<file path="config.mk">
export PLATFORM = sky130hd
export DESIGN_NAME = cbs_sequencer
export DESIGN_NICKNAME = d
export VERILOG_FILES = /design/src/rtl/cbs_pkg.sv /design/src/rtl/cbs_step_if.sv /design/src/rtl/cbs_sequencer.sv /design/src/rtl/cbs_step_table.sv
export VERILOG_INCLUDE_DIRS = /design/src /design/src/rtl
export SDC_FILE = /design/constraint.sdc
export NUM_CORES = 1
export LEC_CHECK = 0
export BUFFER_PORTS_ARGS = -buffer_cell sky130_fd_sc_hd__clkbuf_2
export CELL_PAD_IN_SITES_DETAIL_PLACEMENT = 0
export CELL_PAD_IN_SITES_GLOBAL_PLACEMENT = 1
export CORE_ASPECT_RATIO = 0.7
export CORE_MARGIN = 4
export CORE_UTILIZATION = 40
export CTS_BUF_LIST = sky130_fd_sc_hd__clkbuf_4
export CTS_CLUSTER_DIAMETER = 80
export DETAILED_ROUTE_END_ITERATION = 12
export PLACE_DENSITY = 0.85
export SYNTH_ARGS = -nofsm -noshare
export SYNTH_HDL_FRONTEND = slang
export SYNTH_SLANG_ARGS = --single-unit
</file>
<file path="constraint.sdc">
create_clock -name mclk -period 10.6 [get_ports mclk]
set_input_delay 1.06 -clock mclk [delete_from_list [all_inputs] [get_ports mclk]]
set_output_delay 1.06 -clock mclk [all_outputs]
set_load 0.01 [all_outputs]
</file>
<file path="src/rtl/cbs_consts.svh">
// Constants of the bus cycle sequencer: addresses, counts, lengths.
// Assumes inclusion by bare name from the package; the sequencer uses its macros without including it.
`ifndef CBS_CONSTS_SVH
`define CBS_CONSTS_SVH
`define CBS_DUMMY_ADDR   16'hFFFF
`define CBS_ZERO_HI      8'h00
`define CBS_LEN_TWO      16'h0002
`define CBS_LEN_THREE    16'h0003
`define CBS_ONE16        16'h0001
`define CBS_N_DIR_RD     3'h3
`define CBS_N_EXT_RD8    3'h4
`define CBS_N_EXT_LD16   3'h5
`define CBS_N_JMP_IDX    3'h3
`define CBS_N_JSR_DIR    3'h5
`define CBS_N_JSR_IDX    3'h5
`define CBS_N_JSR_EXT    3'h6
`define CBS_N_RTS        3'h5
`define CBS_N_PUL_ACC    3'h3
`define CBS_N_PUL_IDX    3'h4
`define CBS_N_MUL        3'h7
`define CBS_N_ADJ_SWAP   3'h2
`define CBS_N_AIM_DIR    3'h6
`define CBS_N_AIM_IDX    3'h7
`endif

</file>
<file path="src/rtl/cbs_pkg.sv">
// Types of the bus cycle sequencer.
// Assumes cbs_consts.svh sits beside it.
package cbs_pkg;
`include "cbs_consts.svh"

    typedef enum logic [3:0] {
        CBS_DIR_RD, CBS_EXT_RD8, CBS_EXT_LD16, CBS_JMP_IDX, CBS_JSR_DIR, CBS_JSR_IDX,
        CBS_JSR_EXT, CBS_RTS, CBS_PUL_ACC, CBS_PUL_IDX, CBS_MUL, CBS_ADJ_SWAP,
        CBS_AIM_DIR, CBS_AIM_IDX
    } cbs_class_e;

    typedef enum logic [1:0] {K_READ, K_WRITE, K_DUMMY, K_FETCH} cbs_kind_e;
    typedef enum logic [3:0] {
        A_PC1, A_PC2, A_PCLEN, A_EA, A_EA1, A_SP, A_SPM1, A_SPP1, A_SPP2, A_FFFF
    } cbs_asrc_e;
    typedef enum logic [2:0] {C_NONE, C_DIR, C_HI, C_LO, C_OFF} cbs_cap_e;
    typedef enum logic [1:0] {D_NONE, D_RET_LO, D_RET_HI, D_NEWVAL} cbs_dsrc_e;

    typedef struct packed {
        cbs_kind_e kind;
        cbs_asrc_e asrc;
        cbs_cap_e  cap;
        cbs_dsrc_e dsrc;
        logic      last;
    } cbs_step_s;

    typedef enum logic [1:0] {S_IDLE = 2'b01, S_RUN = 2'b10} cbs_state_e;
endpackage

</file>
<file path="src/rtl/cbs_step_if.sv">
// Carrier between the sequencer and its cycle table.
// Assumes cbs_pkg is compiled first.
`timescale 1ns/10ps
interface cbs_step_if;
    import cbs_pkg::*;
    cbs_class_e cls;
    logic [2:0] idx;
    cbs_step_s  step;
    modport table_side (input cls, input idx, output step);
    modport seq_side   (output cls, output idx, input step);
endinterface

</file>
<file path="src/rtl/cbs_sequencer.sv">
// Bus cycle sequencer: walks one instruction's bus cycles, one per mclk.
// Assumes the core presents class and register copies with start while idle.
`timescale 1ns/10ps
module cbs_sequencer
    import cbs_pkg::*;
(
    input  wire logic        mclk,
    input  wire logic        rstn,
    input  wire logic        start,
    input  cbs_pkg::cbs_class_e op_class,
    input  wire logic [15:0] op_addr,
    input  wire logic [15:0] stack_ptr,
    input  wire logic [15:0] index_reg,
    input  wire logic [7:0]  new_value,
    input  wire logic [7:0]  data_in,
    output logic [15:0]      addr_out,
    output logic             rw_out,
    output logic             rd_n,
    output logic             wr_n,
    output logic             opcode_load_n,
    output logic [7:0]       data_out,
    output logic             data_oe,
    output logic [7:0]       rd_data,
    output logic             rd_strobe,
    output logic             busy,
    output logic             done
);
    import cbs_pkg::*;

    ////////////////////////////////////////////////////////////////////////
    // Reset release
    logic rst_a_r, rst_n_s;
    always_ff @(posedge mclk or negedge rstn) begin
        if (!rstn) begin
            rst_a_r <= 1'b0;
            rst_n_s <= 1'b0;
        end else begin
            rst_a_r <= 1'b1;
            rst_n_s <= rst_a_r;
        end
    end

    ////////////////////////////////////////////////////////////////////////
    // State and table lookup
    cbs_state_e state_r, state_nxt;
    cbs_class_e cls_r;
    cbs_class_e cls_nxt;
    logic [2:0] idx_r;
    logic [15:0] pc_r, sp_r, ix_r, ea_r, ea_nxt;
    cbs_step_s cur_step;
    cbs_step_if stp ();

    wire idle     = (state_r == S_IDLE);
    wire take     = idle && start;
    wire finish   = !idle && cur_step.last;
    wire advance  = !idle && !cur_step.last;
    wire [2:0] idx_nxt = take ? 3'h1 : (idx_r + 3'h1);
    wire [15:0] pc_use = take ? op_addr : pc_r;
    wire [15:0] sp_use = take ? stack_ptr : sp_r;
    wire [15:0] ix_use = take ? index_reg : ix_r;
    wire [15:0] len    = (cls_nxt == CBS_JSR_EXT || cls_nxt == CBS_EXT_RD8 || cls_nxt == CBS_EXT_LD16 ||
                          cls_nxt == CBS_AIM_DIR || cls_nxt == CBS_AIM_IDX) ? `CBS_LEN_THREE : `CBS_LEN_TWO;
    wire [15:0] ret_addr = pc_use + len;
    assign cls_nxt = take ? op_class : cls_r;

    assign stp.cls = cls_nxt;
    assign stp.idx = idx_nxt;
    cbs_step_table u_table (.tbl(stp));

    // Cycle now on the bus, kept for capture at its end
    always_ff @(posedge mclk or negedge rst_n_s) begin
        if (!rst_n_s) begin
            cur_step <= '{kind: K_DUMMY, asrc: A_FFFF, cap: C_NONE, dsrc: D_NONE, last: 1'b0};
        end else if (take || advance) begin
            cur_step <= stp.step;
        end
    end

    // Address capture from the byte read in the cycle now on the bus, at its end
    always_comb begin
        ea_nxt = ea_r;
        if (!idle) begin
            case (cur_step.cap)
                C_DIR:   ea_nxt = {`CBS_ZERO_HI, data_in};
                C_HI:    ea_nxt = {data_in, ea_r[7:0]};
                C_LO:    ea_nxt = {ea_r[15:8], data_in};
                C_OFF:   ea_nxt = ix_r + {`CBS_ZERO_HI, data_in};
                default: ea_nxt = ea_r;
            endcase
        end
    end

    ////////////////////////////////////////////////////////////////////////
    // Address and strobe decode for the cycle being entered
    cbs_step_s nx;
    assign nx = stp.step;
    wire [15:0] addr_nxt =
        (nx.asrc == A_PC1)   ? pc_use + `CBS_ONE16 :
        (nx.asrc == A_PC2)   ? pc_use + `CBS_LEN_TWO :
        (nx.asrc == A_PCLEN) ? ret_addr :
        (nx.asrc == A_EA)    ? ea_nxt :
        (nx.asrc == A_EA1)   ? ea_nxt + `CBS_ONE16 :
        (nx.asrc == A_SP)    ? sp_use :
        (nx.asrc == A_SPM1)  ? sp_use - `CBS_ONE16 :
        (nx.asrc == A_SPP1)  ? sp_use + `CBS_ONE16 :
        (nx.asrc == A_SPP2)  ? sp_use + `CBS_LEN_TWO :
        `CBS_DUMMY_ADDR;
    wire is_rd = (nx.kind == K_READ) || (nx.kind == K_FETCH);
    wire is_wr = (nx.kind == K_WRITE);
    wire [7:0] dout_nxt = (nx.dsrc == D_RET_LO) ? ret_addr[7:0] :
                          (nx.dsrc == D_RET_HI) ? ret_addr[15:8] : new_value;
    wire load = take || advance;

    always_ff @(posedge mclk or negedge rst_n_s) begin
        if (!rst_n_s) begin
            state_r <= S_IDLE;
            cls_r   <= CBS_MUL;
            idx_r   <= 3'h0;
            pc_r    <= 16'h0000;
            sp_r    <= 16'h0000;
            ix_r    <= 16'h0000;
            ea_r    <= 16'h0000;
        end else begin
            state_r <= state_nxt;
            cls_r   <= cls_nxt;
            pc_r    <= pc_use;
            sp_r    <= sp_use;
            ix_r    <= ix_use;
            ea_r    <= take ? 16'h0000 : ea_nxt;
            if (load) begin
                idx_r <= idx_nxt;
            end
        end
    end

    always_comb begin
        case (state_r)
            S_IDLE:  state_nxt = start ? S_RUN : S_IDLE;
            S_RUN:   state_nxt = cur_step.last ? S_IDLE : S_RUN;
            default: state_nxt = S_IDLE;
        endcase
    end

    ////////////////////////////////////////////////////////////////////////
    // Bus outputs, registered
    always_ff @(posedge mclk or negedge rst_n_s) begin
        if (!rst_n_s) begin
            addr_out      <= `CBS_DUMMY_ADDR;
            rw_out        <= 1'b1;
            rd_n          <= 1'b1;
            wr_n          <= 1'b1;
            opcode_load_n <= 1'b1;
            data_out      <= 8'h00;
            data_oe       <= 1'b0;
        end else if (load) begin
            addr_out      <= addr_nxt;
            rw_out        <= !is_wr;
            rd_n          <= !is_rd;
            wr_n          <= !is_wr;
            opcode_load_n <= (nx.kind != K_FETCH);
            data_out      <= is_wr ? dout_nxt : 8'h00;
            data_oe       <= is_wr;
        end else begin
            addr_out      <= `CBS_DUMMY_ADDR;
            rw_out        <= 1'b1;
            rd_n          <= 1'b1;
            wr_n          <= 1'b1;
            opcode_load_n <= 1'b1;
            data_oe       <= 1'b0;
        end
    end

    always_ff @(posedge mclk or negedge rst_n_s) begin
        if (!rst_n_s) begin
            rd_data   <= 8'h00;
            rd_strobe <= 1'b0;
            done      <= 1'b0;
        end else begin
            rd_strobe <= !idle && (cur_step.kind == K_READ || cur_step.kind == K_FETCH);
            if (!idle && (cur_step.kind == K_READ || cur_step.kind == K_FETCH)) begin
                rd_data <= data_in;
            end
            done <= finish;
        end
    end

    assign busy = !idle;

    ////////////////////////////////////////////////////////////////////////
    // Checks
    read_strobes_a: assert property (@(posedge mclk) disable iff (!rst_n_s)
        !rd_n |-> rw_out && wr_n && !data_oe)
        else $error("read cycle strobes wrong");
    write_strobes_a: assert property (@(posedge mclk) disable iff (!rst_n_s)
        !wr_n |-> !rw_out && rd_n && data_oe)
        else $error("write cycle strobes wrong");
    prefetch_first_a: assert property (@(posedge mclk) disable iff (!rst_n_s)
        take && op_class == CBS_MUL |=> !opcode_load_n && addr_out == pc_r + 16'h0001)
        else $error("multiply did not prefetch in cycle one");
    mul_length_a: assert property (@(posedge mclk) disable iff (!rst_n_s)
        take && op_class == CBS_MUL |=> busy [*7] ##1 !busy)
        else $error("multiply cycle count wrong");
    jump_idx_a: assert property (@(posedge mclk) disable iff (!rst_n_s)
        take && op_class == CBS_JMP_IDX |=> !rd_n ##1 (addr_out == 16'hFFFF && rd_n && wr_n)
        ##1 (!opcode_load_n && addr_out == ea_r))
        else $error("indexed jump sequence wrong");
    call_ext_a: assert property (@(posedge mclk) disable iff (!rst_n_s)
        take && op_class == CBS_JSR_EXT |=> ##3 (!wr_n && addr_out == sp_r &&
        data_out == 8'(pc_r + 16'h0003)) ##1 (!wr_n && addr_out == sp_r - 16'h0001) ##1 !opcode_load_n)
        else $error("extended call sequence wrong");
    return_seq_a: assert property (@(posedge mclk) disable iff (!rst_n_s)
        take && op_class == CBS_RTS |=> ##2 addr_out == sp_r + 16'h0001 ##1 addr_out == sp_r + 16'h0002
        ##1 (!opcode_load_n && addr_out == ea_r))
        else $error("return sequence wrong");
    pull_index_a: assert property (@(posedge mclk) disable iff (!rst_n_s)
        take && op_class == CBS_PUL_IDX |=> !opcode_load_n ##1 addr_out == 16'hFFFF
        ##1 addr_out == sp_r + 16'h0001 ##1 addr_out == sp_r + 16'h0002 ##1 !busy)
        else $error("index pull sequence wrong");
    direct_read_a: assert property (@(posedge mclk) disable iff (!rst_n_s)
        take && op_class == CBS_DIR_RD |=> ##2 (!opcode_load_n && addr_out == pc_r + 16'h0002))
        else $error("direct read fetch address wrong");
    ext_load_a: assert property (@(posedge mclk) disable iff (!rst_n_s)
        take && op_class == CBS_EXT_LD16 |=> ##3 addr_out == ea_r + 16'h0001
        ##1 (!opcode_load_n && addr_out == pc_r + 16'h0003))
        else $error("extended load sequence wrong");
    rmw_back_a: assert property (@(posedge mclk) disable iff (!rst_n_s)
        take && op_class == CBS_AIM_DIR |=> ##3 addr_out == 16'hFFFF
        ##1 (!wr_n && addr_out == $past(addr_out, 2)))
        else $error("read-modify-write did not write back");
endmodule // cbs_sequencer

</file>
<file path="src/rtl/cbs_step_table.sv">
// Cycle table: for an instruction class and cycle number, what the bus does.
// Assumes cycle numbers start at 1 and stay within the class count.
`timescale 1ns/10ps
module cbs_step_table
    import cbs_pkg::*;
(
    cbs_step_if.table_side tbl
);
    function automatic cbs_step_s mk(cbs_kind_e k, cbs_asrc_e a, cbs_cap_e c, cbs_dsrc_e d);
        cbs_step_s s;
        s.kind = k;
        s.asrc = a;
        s.cap  = c;
        s.dsrc = d;
        s.last = 1'b0;
        return s;
    endfunction

    cbs_step_s  row;
    logic [2:0] count;

    always_comb begin
        row = mk(K_DUMMY, A_FFFF, C_NONE, D_NONE);
        count = 3'h1;
        case (tbl.cls)
            CBS_DIR_RD: begin
                count = `CBS_N_DIR_RD;
                case (tbl.idx)
                    3'h1: row = mk(K_READ, A_PC1, C_DIR, D_NONE);
                    3'h2: row = mk(K_READ, A_EA, C_NONE, D_NONE);
                    default: row = mk(K_FETCH, A_PCLEN, C_NONE, D_NONE);
                endcase
            end
            CBS_EXT_RD8, CBS_EXT_LD16: begin
                count = (tbl.cls == CBS_EXT_RD8) ? `CBS_N_EXT_RD8 : `CBS_N_EXT_LD16;
                case (tbl.idx)
                    3'h1: row = mk(K_READ, A_PC1, C_HI, D_NONE);
                    3'h2: row = mk(K_READ, A_PC2, C_LO, D_NONE);
                    3'h3: row = mk(K_READ, A_EA, C_NONE, D_NONE);
                    3'h4: row = (tbl.cls == CBS_EXT_LD16) ? mk(K_READ, A_EA1, C_NONE, D_NONE)
                                                          : mk(K_FETCH, A_PCLEN, C_NONE, D_NONE);
                    default: row = mk(K_FETCH, A_PCLEN, C_NONE, D_NONE);
                endcase
            end
            CBS_JMP_IDX: begin
                count = `CBS_N_JMP_IDX;
                case (tbl.idx)
                    3'h1: row = mk(K_READ, A_PC1, C_OFF, D_NONE);
                    3'h2: row = mk(K_DUMMY, A_FFFF, C_NONE, D_NONE);
                    default: row = mk(K_FETCH, A_EA, C_NONE, D_NONE);
                endcase
            end
            CBS_JSR_DIR, CBS_JSR_IDX, CBS_JSR_EXT: begin
                count = (tbl.cls == CBS_JSR_EXT) ? `CBS_N_JSR_EXT
                      : (tbl.cls == CBS_JSR_DIR) ? `CBS_N_JSR_DIR : `CBS_N_JSR_IDX;
                case (tbl.idx + ((tbl.cls == CBS_JSR_EXT) ? 3'h0 : 3'h1))
                    3'h1: row = mk(K_READ, A_PC1, C_HI, D_NONE);
                    3'h2: row = (tbl.cls == CBS_JSR_EXT) ? mk(K_READ, A_PC2, C_LO, D_NONE)
                              : mk(K_READ, A_PC1, (tbl.cls == CBS_JSR_DIR) ? C_DIR : C_OFF, D_NONE);
                    3'h3: row = mk(K_DUMMY, A_FFFF, C_NONE, D_NONE);
                    3'h4: row = mk(K_WRITE, A_SP, C_NONE, D_RET_LO);
                    3'h5: row = mk(K_WRITE, A_SPM1, C_NONE, D_RET_HI);
                    default: row = mk(K_FETCH, A_EA, C_NONE, D_NONE);
                endcase
            end
            CBS_RTS: begin
                count = `CBS_N_RTS;
                case (tbl.idx)
                    3'h1: row = mk(K_READ, A_PC1, C_NONE, D_NONE);
                    3'h2: row = mk(K_DUMMY, A_FFFF, C_NONE, D_NONE);
                    3'h3: row = mk(K_READ, A_SPP1, C_HI, D_NONE);
                    3'h4: row = mk(K_READ, A_SPP2, C_LO, D_NONE);
                    default: row = mk(K_FETCH, A_EA, C_NONE, D_NONE);
                endcase
            end
            CBS_PUL_ACC, CBS_PUL_IDX, CBS_MUL, CBS_ADJ_SWAP: begin
                count = (tbl.cls == CBS_PUL_ACC) ? `CBS_N_PUL_ACC
                      : (tbl.cls == CBS_PUL_IDX) ? `CBS_N_PUL_IDX
                      : (tbl.cls == CBS_MUL) ? `CBS_N_MUL : `CBS_N_ADJ_SWAP;
                case (tbl.idx)
                    3'h1: row = mk(K_FETCH, A_PC1, C_NONE, D_NONE);
                    3'h3: row = (tbl.cls == CBS_PUL_ACC || tbl.cls == CBS_PUL_IDX)
                              ? mk(K_READ, A_SPP1, C_NONE, D_NONE) : mk(K_DUMMY, A_FFFF, C_NONE, D_NONE);
                    3'h4: row = (tbl.cls == CBS_PUL_IDX)
                              ? mk(K_READ, A_SPP2, C_NONE, D_NONE) : mk(K_DUMMY, A_FFFF, C_NONE, D_NONE);
                    default: row = mk(K_DUMMY, A_FFFF, C_NONE, D_NONE);
                endcase
            end
            CBS_AIM_DIR, CBS_AIM_IDX: begin
                count = (tbl.cls == CBS_AIM_DIR) ? `CBS_N_AIM_DIR : `CBS_N_AIM_IDX;
                // Direct form skips the indexed form's dummy in cycle 3
                case (tbl.idx + ((tbl.cls == CBS_AIM_DIR && tbl.idx >= 3'h3) ? 3'h1 : 3'h0))
                    3'h1: row = mk(K_READ, A_PC1, C_NONE, D_NONE);
                    3'h2: row = mk(K_READ, A_PC2, (tbl.cls == CBS_AIM_DIR) ? C_DIR : C_OFF, D_NONE);
                    3'h3: row = mk(K_DUMMY, A_FFFF, C_NONE, D_NONE);
                    3'h4: row = mk(K_READ, A_EA, C_NONE, D_NONE);
                    3'h5: row = mk(K_DUMMY, A_FFFF, C_NONE, D_NONE);
                    3'h6: row = mk(K_WRITE, A_EA, C_NONE, D_NEWVAL);
                    default: row = mk(K_FETCH, A_PCLEN, C_NONE, D_NONE);
                endcase
            end
            default: begin
                count = 3'h1;
                row = mk(K_DUMMY, A_FFFF, C_NONE, D_NONE);
            end
        endcase
    end

    assign tbl.step = '{kind: row.kind, asrc: row.asrc, cap: row.cap, dsrc: row.dsrc,
                        last: (tbl.idx == count)};
endmodule // cbs_step_table
</file>
==> summary.md, run 1 <==
| Metric | Value |
|---|---|
| # rows | 48 |
| Most common cell on crit path | ha_1 |
| Setup bufs post-CTS | 0 |
| Setup CP Type | register to register |
| Total routed wirelength | 38,380 µm |
| Mapped Area | 9987 µm² |
| Post-synthesis sequential area ratio | 0.3011 |
| Total global-route track usage | 0.2744 |
| Worst-Skew Late Latency | 600 ps |
| Htree depth | 4 |
| Final Max Tran Viols | 0 |
| Syn. warnings | 0 |
| HPWL after detailed placement | 28,540 µm |
| Worst Hold Class | input pin to async pin |
| Grt total ovfl | 0 |
| Slowest stage delay, CP | 1120 ps |
| Non-filler cells, final | 1,628 |
| Synth Area per Inst | 8.193 µm² |
| Die X | 196.9 µm |
| Yosys reg bits | 119 |
| Synth-to-layout area growth | 10.50% |
| Initial Utilization | 0.4056 |
| Post-Synthesis Cells | 1,219 |
| Critical Path Fanout Max | 58 |
| Setup TNS | 0 ps |
| Vias in the first global route | 9,629 |
| Achievable Freq | 0.1623 GHz |
| Vias/cell | 6.401 |
| Post-synthesis xor/xnor area fraction | 0.06014 |
| Mean routed wirelength per cell | 23.58 µm |
| Critical Path AT | 6660 ps |
| Main combinational cell family by area after synthesis | compound AO/OA/AOI/OAI gates |
| Unique cell type count in the Yosys netlist | 99 |
| Synth Area in Compound Gates | 0.2557 |
| CTS tree | built |
| DIE AREA | 27,600 µm² |
| Area of the multi-input gates | 6460 µm² |
| I/O Buffers | 110 |
| Final setup fails | 0 |
| Final hold slack | 235.4 ps |
| Syn_nets | 1,319 |
| Clk sinks | 119 |
| Async set-reset flop share out of synthesis | 1.000 |
| Outcome | finished, final reports clean |
| Relative slew slack | 0.2312 |
| Root Buffer | clkbuf_4 |
| Share of layout cells above drive strength 1 | 0.1782 |
| Fin crit share | 0.5812 |
| Post-synthesis mux area share | 0.05801 |
| Min Clock Period, post-route | 6161 ps |
| Highest-count cells in the layout ignoring fill and taps | nand2_1 (135), clkbuf_2 (110), nor2_1 (97) |
| Number of antenna-violating nets in the routed design | 0 |
| Delay-heaviest family, CP | simple AND/OR/NAND/NOR gates |
| Post-synthesis simple-gate area fraction | 0.2334 |
| Clk_skew | 25.17 ps |
| Slowest CP cell | nor3_2 |
| Vias | 10,420 |
| Core ar. | 24,620 µm² |
| Post-synth EDFFs | 0 |
| DRT Pass-1 Iters | 6 |
| Initial drt markers | 1,472 |
| Initial antenna violation count | 0 |
| Max Root-Sink Buffers | 2 |
| Hold buffers post-CTS | 0 |
| Reg area | 3010 µm² |
| First-pass GRT wire length | 59,020 µm |
| Post-synth top area share | 0.2405 |
| Most common cell after layout, fill and taps aside | nand2_1 |
| Synth Area in Adders | 0.03708 |
| Final Hold Violating Endpoints | 0 |
| RSZ-0062 raised after global routing | false |
| Inst Count DP | 1,595 |
| Net count, final | 1,389 |
| Cts bufs inserted | 17 |
| Leading area contributor after synthesis | dfrtp_1 |
| DRC violations left | 0 |
| Largest net degree at the start of global routing | 73 |
| Cts repair resizes | 0 |
| Critical path required time | 11,100 ps |
| Worst Setup End Kind | register |
| Predominant post-synthesis flop cell | dfrtp_1 |
| Top cells by area, synth | dfrtp_1 (24%), dfstp_2 (6.1%), nand2_1 (5.1%), xnor2_1 (4.4%), mux2i_1 (4.3%) |
| Crit start category | register |
| Total of max-cap violations | 0 |
| DIE HEIGHT | 140.2 µm |
| Slew @ Worst Pin | 1147 ps |
| Crit path buffers/inverters | 1 |
| Crit-path cells | ha_2, buf_4, and2_4, o21ai_0, nand2b_1, ha_1, ha_1, nor2_1, xnor3_1, o32a_1, nand3_1, nor3_2, a211oi_1, a2bb2oi_1, o31ai_1 |
| Top Ports | 111 |
| Clock transition at the registers of the reported paths | 110 ps |
| Fillcell total | 2,500 |
| GP Congestion | 1.046 |
## state kept, by name (all words and copies together), names as in the netlist
register / cells
addr_out: 16
ea_r: 16
ix_r: 16
pc_r: 16
sp_r: 16
data_out: 8
rd_data: 8
cur_step: 6
cls_r: 4
idx_r: 3
state_r: 2
data_oe: 1
done: 1
opcode_load_n: 1
rd_n: 1
rd_strobe: 1
rst_a_r: 1
rst_n_s: 1
wr_n: 1
## worst reg2reg max path, stage by stage (launching register included)
cell       delay [ps]
dfstp_2           550
ha_2              480
buf_4             410
and2_4            660
o21ai_0           300
nand2b_1          230
ha_1              180
ha_1              280
nor2_1            210
xnor3_1           200
o32a_1            290
nand3_1           640
nor3_2           1120
a211oi_1           90
a2bb2oi_1         200
o31ai_1           240
## path summary, 6_finish.rpt
kind	start	cells after the start	slack, ps	end
max in group asynchronous	rst_n_s	1	8780	cur_step[0]
min in group mclk	rst_a_r	0	360	rst_n_s
worst min-delay path	rstn	1	240	rst_n_s
worst min register to register	rst_a_r	0	360	rst_n_s
worst max register to register	state_r[0]	15	4440	addr_out[11]
worst max-delay path	state_r[0]	15	4440	addr_out[11]
## per-stage QoR
step           setup WS (ps)  utilization  area (µm²)
5_1_grt                 4034       0.4481       11030
3_3_place_gp            4708       0.4357       10730
2_1_floorplan           5210            -        9987
4_1_cts                 4624       0.4481       11030
6_report                4439       0.4482       11040
3_5_place_dp            4530       0.4357       10730
## cell type report
cell class | count | share of cell area
Timing Repair Buffer | 125 | 0.06009
Clock buffer | 17 | 0.01156
Tap cell | 325 | 0.03685
Antenna cell | 1 | 0.0002268
Clock inverter | 15 | 0.01610
Inverter | 50 | 0.01701
Multi-Input combinational cell | 976 | 0.5854
Sequential cell | 119 | 0.2728
## cell families (layout without fill, tap and decap cells)
group / Yosys count / after routing
AND/OR/NAND/NOR: 462 / 462
AO/OA/AOI/OAI: 361 / 361
buffers and inverters: 124 / 207
flip-flops: 119 / 119
XOR/XNOR: 67 / 67
multiplexers: 56 / 56
adder cells (fa/ha/maj): 29 / 29
other: 1 / 2
## per-layer routing
layer	vias up	routed length (µm)	GRT usage	share of wire
met4	0	806	0.06382	0.021
li1	4684	-	-	-
met2	609	15320	0.3699	0.40
met1	5063	17840	0.4289	0.46
met3	65	4413	0.07622	0.11
met5	-	0	0	0
## synth_stat cells (11+ instances only)
cell / count
nand3_1: 46
a21oi_1: 61
mux2_2: 12
xor2_1: 16
inv_1: 47
buf_2: 28
nand2_1: 135
nor4_1: 11
o22ai_1: 17
dfstp_2: 23
a211oi_1: 25
nor3_1: 39
a22oi_1: 12
o21a_1: 12
nand4_1: 22
and2_1: 13
ha_1: 28
nand2b_1: 15
xnor2_1: 50
and3_1: 12
a31oi_1: 21
dfrtp_1: 96
clkbuf_1: 33
mux2i_1: 43
o31ai_1: 16
nor2_1: 97
o21ai_0: 61
o211ai_1: 18
nor2b_1: 13
Power of run 1 is left out: the tool's default activity adds up to more than one toggle a clock period on the data nets, which glitch-free logic cannot reach.
==> run 2: changes to the inputs <==
--- a/config.mk
+++ b/config.mk
@@ -15,7 +15,7 @@
 export CTS_BUF_LIST = sky130_fd_sc_hd__clkbuf_4
 export CTS_CLUSTER_DIAMETER = 80
 export DETAILED_ROUTE_END_ITERATION = 12
-export PLACE_DENSITY = 0.85
+export PLACE_DENSITY = 0.88
 export SYNTH_ARGS = -nofsm -noshare
 export SYNTH_HDL_FRONTEND = slang
 export SYNTH_SLANG_ARGS = --single-unit
==> constraint.sdc (replaced) <==
create_clock -name mclk -period 5 [get_ports mclk]
set_input_delay 0.5 -clock mclk [delete_from_list [all_inputs] [get_ports mclk]]
set_output_delay 0.5 -clock mclk [all_outputs]
set_load 0.01 [all_outputs]
==> run 2 against run 1 <==
  * Clock skew is 3.9 ps higher
  * Sequential share of layout area is 1.1 points lower
  * Non-clock buffer count is 63 higher
  * Register-to-register slack worse by 4200 ps
  * Fmax is 29% higher
  * Sequential cell count stayed put
  * Final cell count is 3.8% higher
  * Critical endpoint is now addr_out[6]
  * Largest cell class unchanged
  * Hold slack worse by 150 ps
  * Setup slack worse by 4200 ps
  * Die area stayed put
  * Routed wire length is 4.7% higher
==> summary.md, run 2 (same netlist as run 1, synthesis figures left out) <==
| Metric | Value |
|---|---|
| Fin crit share | 0.9523 (was 0.5812) |
| DIE AREA | 27,600 µm² (unchanged) |
| Worst Setup End Kind | register (unchanged) |
| Fillcell total | 2,504 (was 2,500) |
| Die X | 196.9 µm (unchanged) |
| Critical Path AT | 5270 ps (was 6660 ps) |
| Grt total ovfl | 0 (unchanged) |
| Net count, final | 1,452 (was 1,389) |
| # rows | 48 (unchanged) |
| Critical path required time | 5500 ps (was 11,100 ps) |
| Mean routed wirelength per cell | 23.78 µm (was 23.58 µm) |
| Relative slew slack | 0.1782 (was 0.2312) |
| Outcome | finished, final reports clean (unchanged) |
| Synth-to-layout area growth | 15.18% (was 10.50%) |
| Worst Hold Class | input pin to register (was input pin to async pin) |
| Clock transition at the registers of the reported paths | 130 ps (was 110 ps) |
| Top Ports | 111 (unchanged) |
| Total routed wirelength | 40,190 µm (was 38,380 µm) |
| Clk sinks | 119 (unchanged) |
| Cts bufs inserted | 17 (unchanged) |
| Min Clock Period, post-route | 4762 ps (was 6161 ps) |
| Initial drt markers | 1,441 (was 1,472) |
| DRT Pass-1 Iters | 7 (was 6) |
| DIE HEIGHT | 140.2 µm (unchanged) |
| Number of antenna-violating nets in the routed design | 0 (unchanged) |
| DRC violations left | 0 (unchanged) |
| Final Max Tran Viols | 0 (unchanged) |
| Total global-route track usage | 0.2897 (was 0.2744) |
| Setup CP Type | register to register (unchanged) |
| Largest net degree at the start of global routing | 66 (was 73) |
| Share of layout cells above drive strength 1 | 0.2154 (was 0.1782) |
| Most common cell after layout, fill and taps aside | nand2_1 (unchanged) |
| Setup bufs post-CTS | 0 (unchanged) |
| Vias | 10,530 (was 10,420) |
| Worst-Skew Late Latency | 600 ps (about the same) |
| Setup TNS | 0 ps (unchanged) |
| RSZ-0062 raised after global routing | false (unchanged) |
| Max Root-Sink Buffers | 2 (unchanged) |
| Slew @ Worst Pin | 1230 ps (was 1147 ps) |
| Ant diodes | 0 (was 1) |
| Total of max-cap violations | 0 (unchanged) |
| Vias in the first global route | 9,979 (was 9,629) |
| GP Congestion | 1.024 (was 1.046) |
| Final setup fails | 0 (unchanged) |
| Initial Utilization | 0.4056 (unchanged) |
| Htree depth | 4 (unchanged) |
| CTS tree | built (unchanged) |
| Vias/cell | 6.233 (was 6.401) |
| Core ar. | 24,620 µm² (unchanged) |
| Highest-count cells in the layout ignoring fill and taps | nand2_1 (135), clkbuf_2 (110), nor2_1 (97) (unchanged) |
| Initial antenna violation count | 0 (unchanged) |
| I/O Buffers | 110 (unchanged) |
| Final Hold Violating Endpoints | 0 (unchanged) |
| Crit start category | register (unchanged) |
| HPWL after detailed placement | 31,130 µm (was 28,540 µm) |
| Clk_skew | 29.11 ps (was 25.17 ps) |
| Root Buffer | clkbuf_4 (unchanged) |
| Achievable Freq | 0.2100 GHz (was 0.1623 GHz) |
| Critical Path Fanout Max | 30 (was 58) |
| First-pass GRT wire length | 62,120 µm (was 59,020 µm) |
[run 2: cell count changes in the layout (fill, tap and decap cells not counted), sizes merged]
cell / delta
buf: +62
clkinvlp: -4
inv: +2
dlygate4sd3: +1
clkinv: +3
diode: -1
bufinv: -1
[run 2: worst paths after layout]
path / start / endpoint / slack (ps) / depth (start not counted)
setup reg to reg: state_r[0] / addr_out[6] / 240 / 16
hold / removal: index_reg[6] / ix_r[6] / 90 / 3
hold reg to reg: rst_n_s / pc_r[3] / 160 / 0
min in group asynchronous: rst_n_s / pc_r[3] / 160 / 0
setup / recovery: state_r[0] / addr_out[6] / 240 / 16
max in group asynchronous: rst_n_s / sp_r[5] / 3680 / 1
[run 2: final cells by class]
| class | count | area [µm²] | share of cell area |
|---|---|---|---|
| inverters | 50 | 187.7 | 0.01632 |
| clock buffers | 17 | 127.6 | 0.01109 |
| clock inverters | 15 | 168.9 | 0.01468 |
| repair buffers | 188 | 1139 | 0.09898 |
| flip-flops and latches | 119 | 3010 | 0.2617 |
| well taps | 325 | 406.6 | 0.03535 |
| multi-input cells | 976 | 6464 | 0.5619 |
[run 2: timing repair]
action,CTS,global route
gates resized for setup,0,1
hold endpoints to repair,2,0
setup endpoints to repair,0,1
hold buffers,1,0
[run 2: critical path: stages (launching register included)]
cell	delay, ps
dfstp_2	550
ha_2	470
nand2_4	90
buf_4	320
mux2i_1	640
inv_1	300
ha_1	290
inv_1	70
ha_1	200
nor4_1	70
buf_4	180
xnor2_1	400
o31ai_1	140
mux2i_1	330
a221oi_1	180
o31ai_1	220
a22oi_1	180
[run 2: per-stage QoR]
step	utilization	setup slack, ps	instance area [µm²]	instances	hold WS, ps
6_report	0.4672	238.4	11500	1690	86.01
5_1_grt	0.4672	62.76	11500	1690	56.60
4_1_cts	0.4671	330.1	11500	1690	45.26
3_5_place_dp	0.4547	355.1	11200	1657	193.1
3_3_place_gp	0.4547	330.7	11200	1657	189.7
2_1_floorplan	-	118.9	9987	1219	204.4
[run 2: layer usage]
metal  GRT usage  part of all wire  vias to the layer above
met5           0                 0                        -
met4     0.05835             0.019                        0
li1            -                 -                     4795
met1      0.4543              0.48                     5070
met2      0.3941              0.40                      603
met3     0.08031              0.11                       66
Power of run 2 is left out for the same reason.
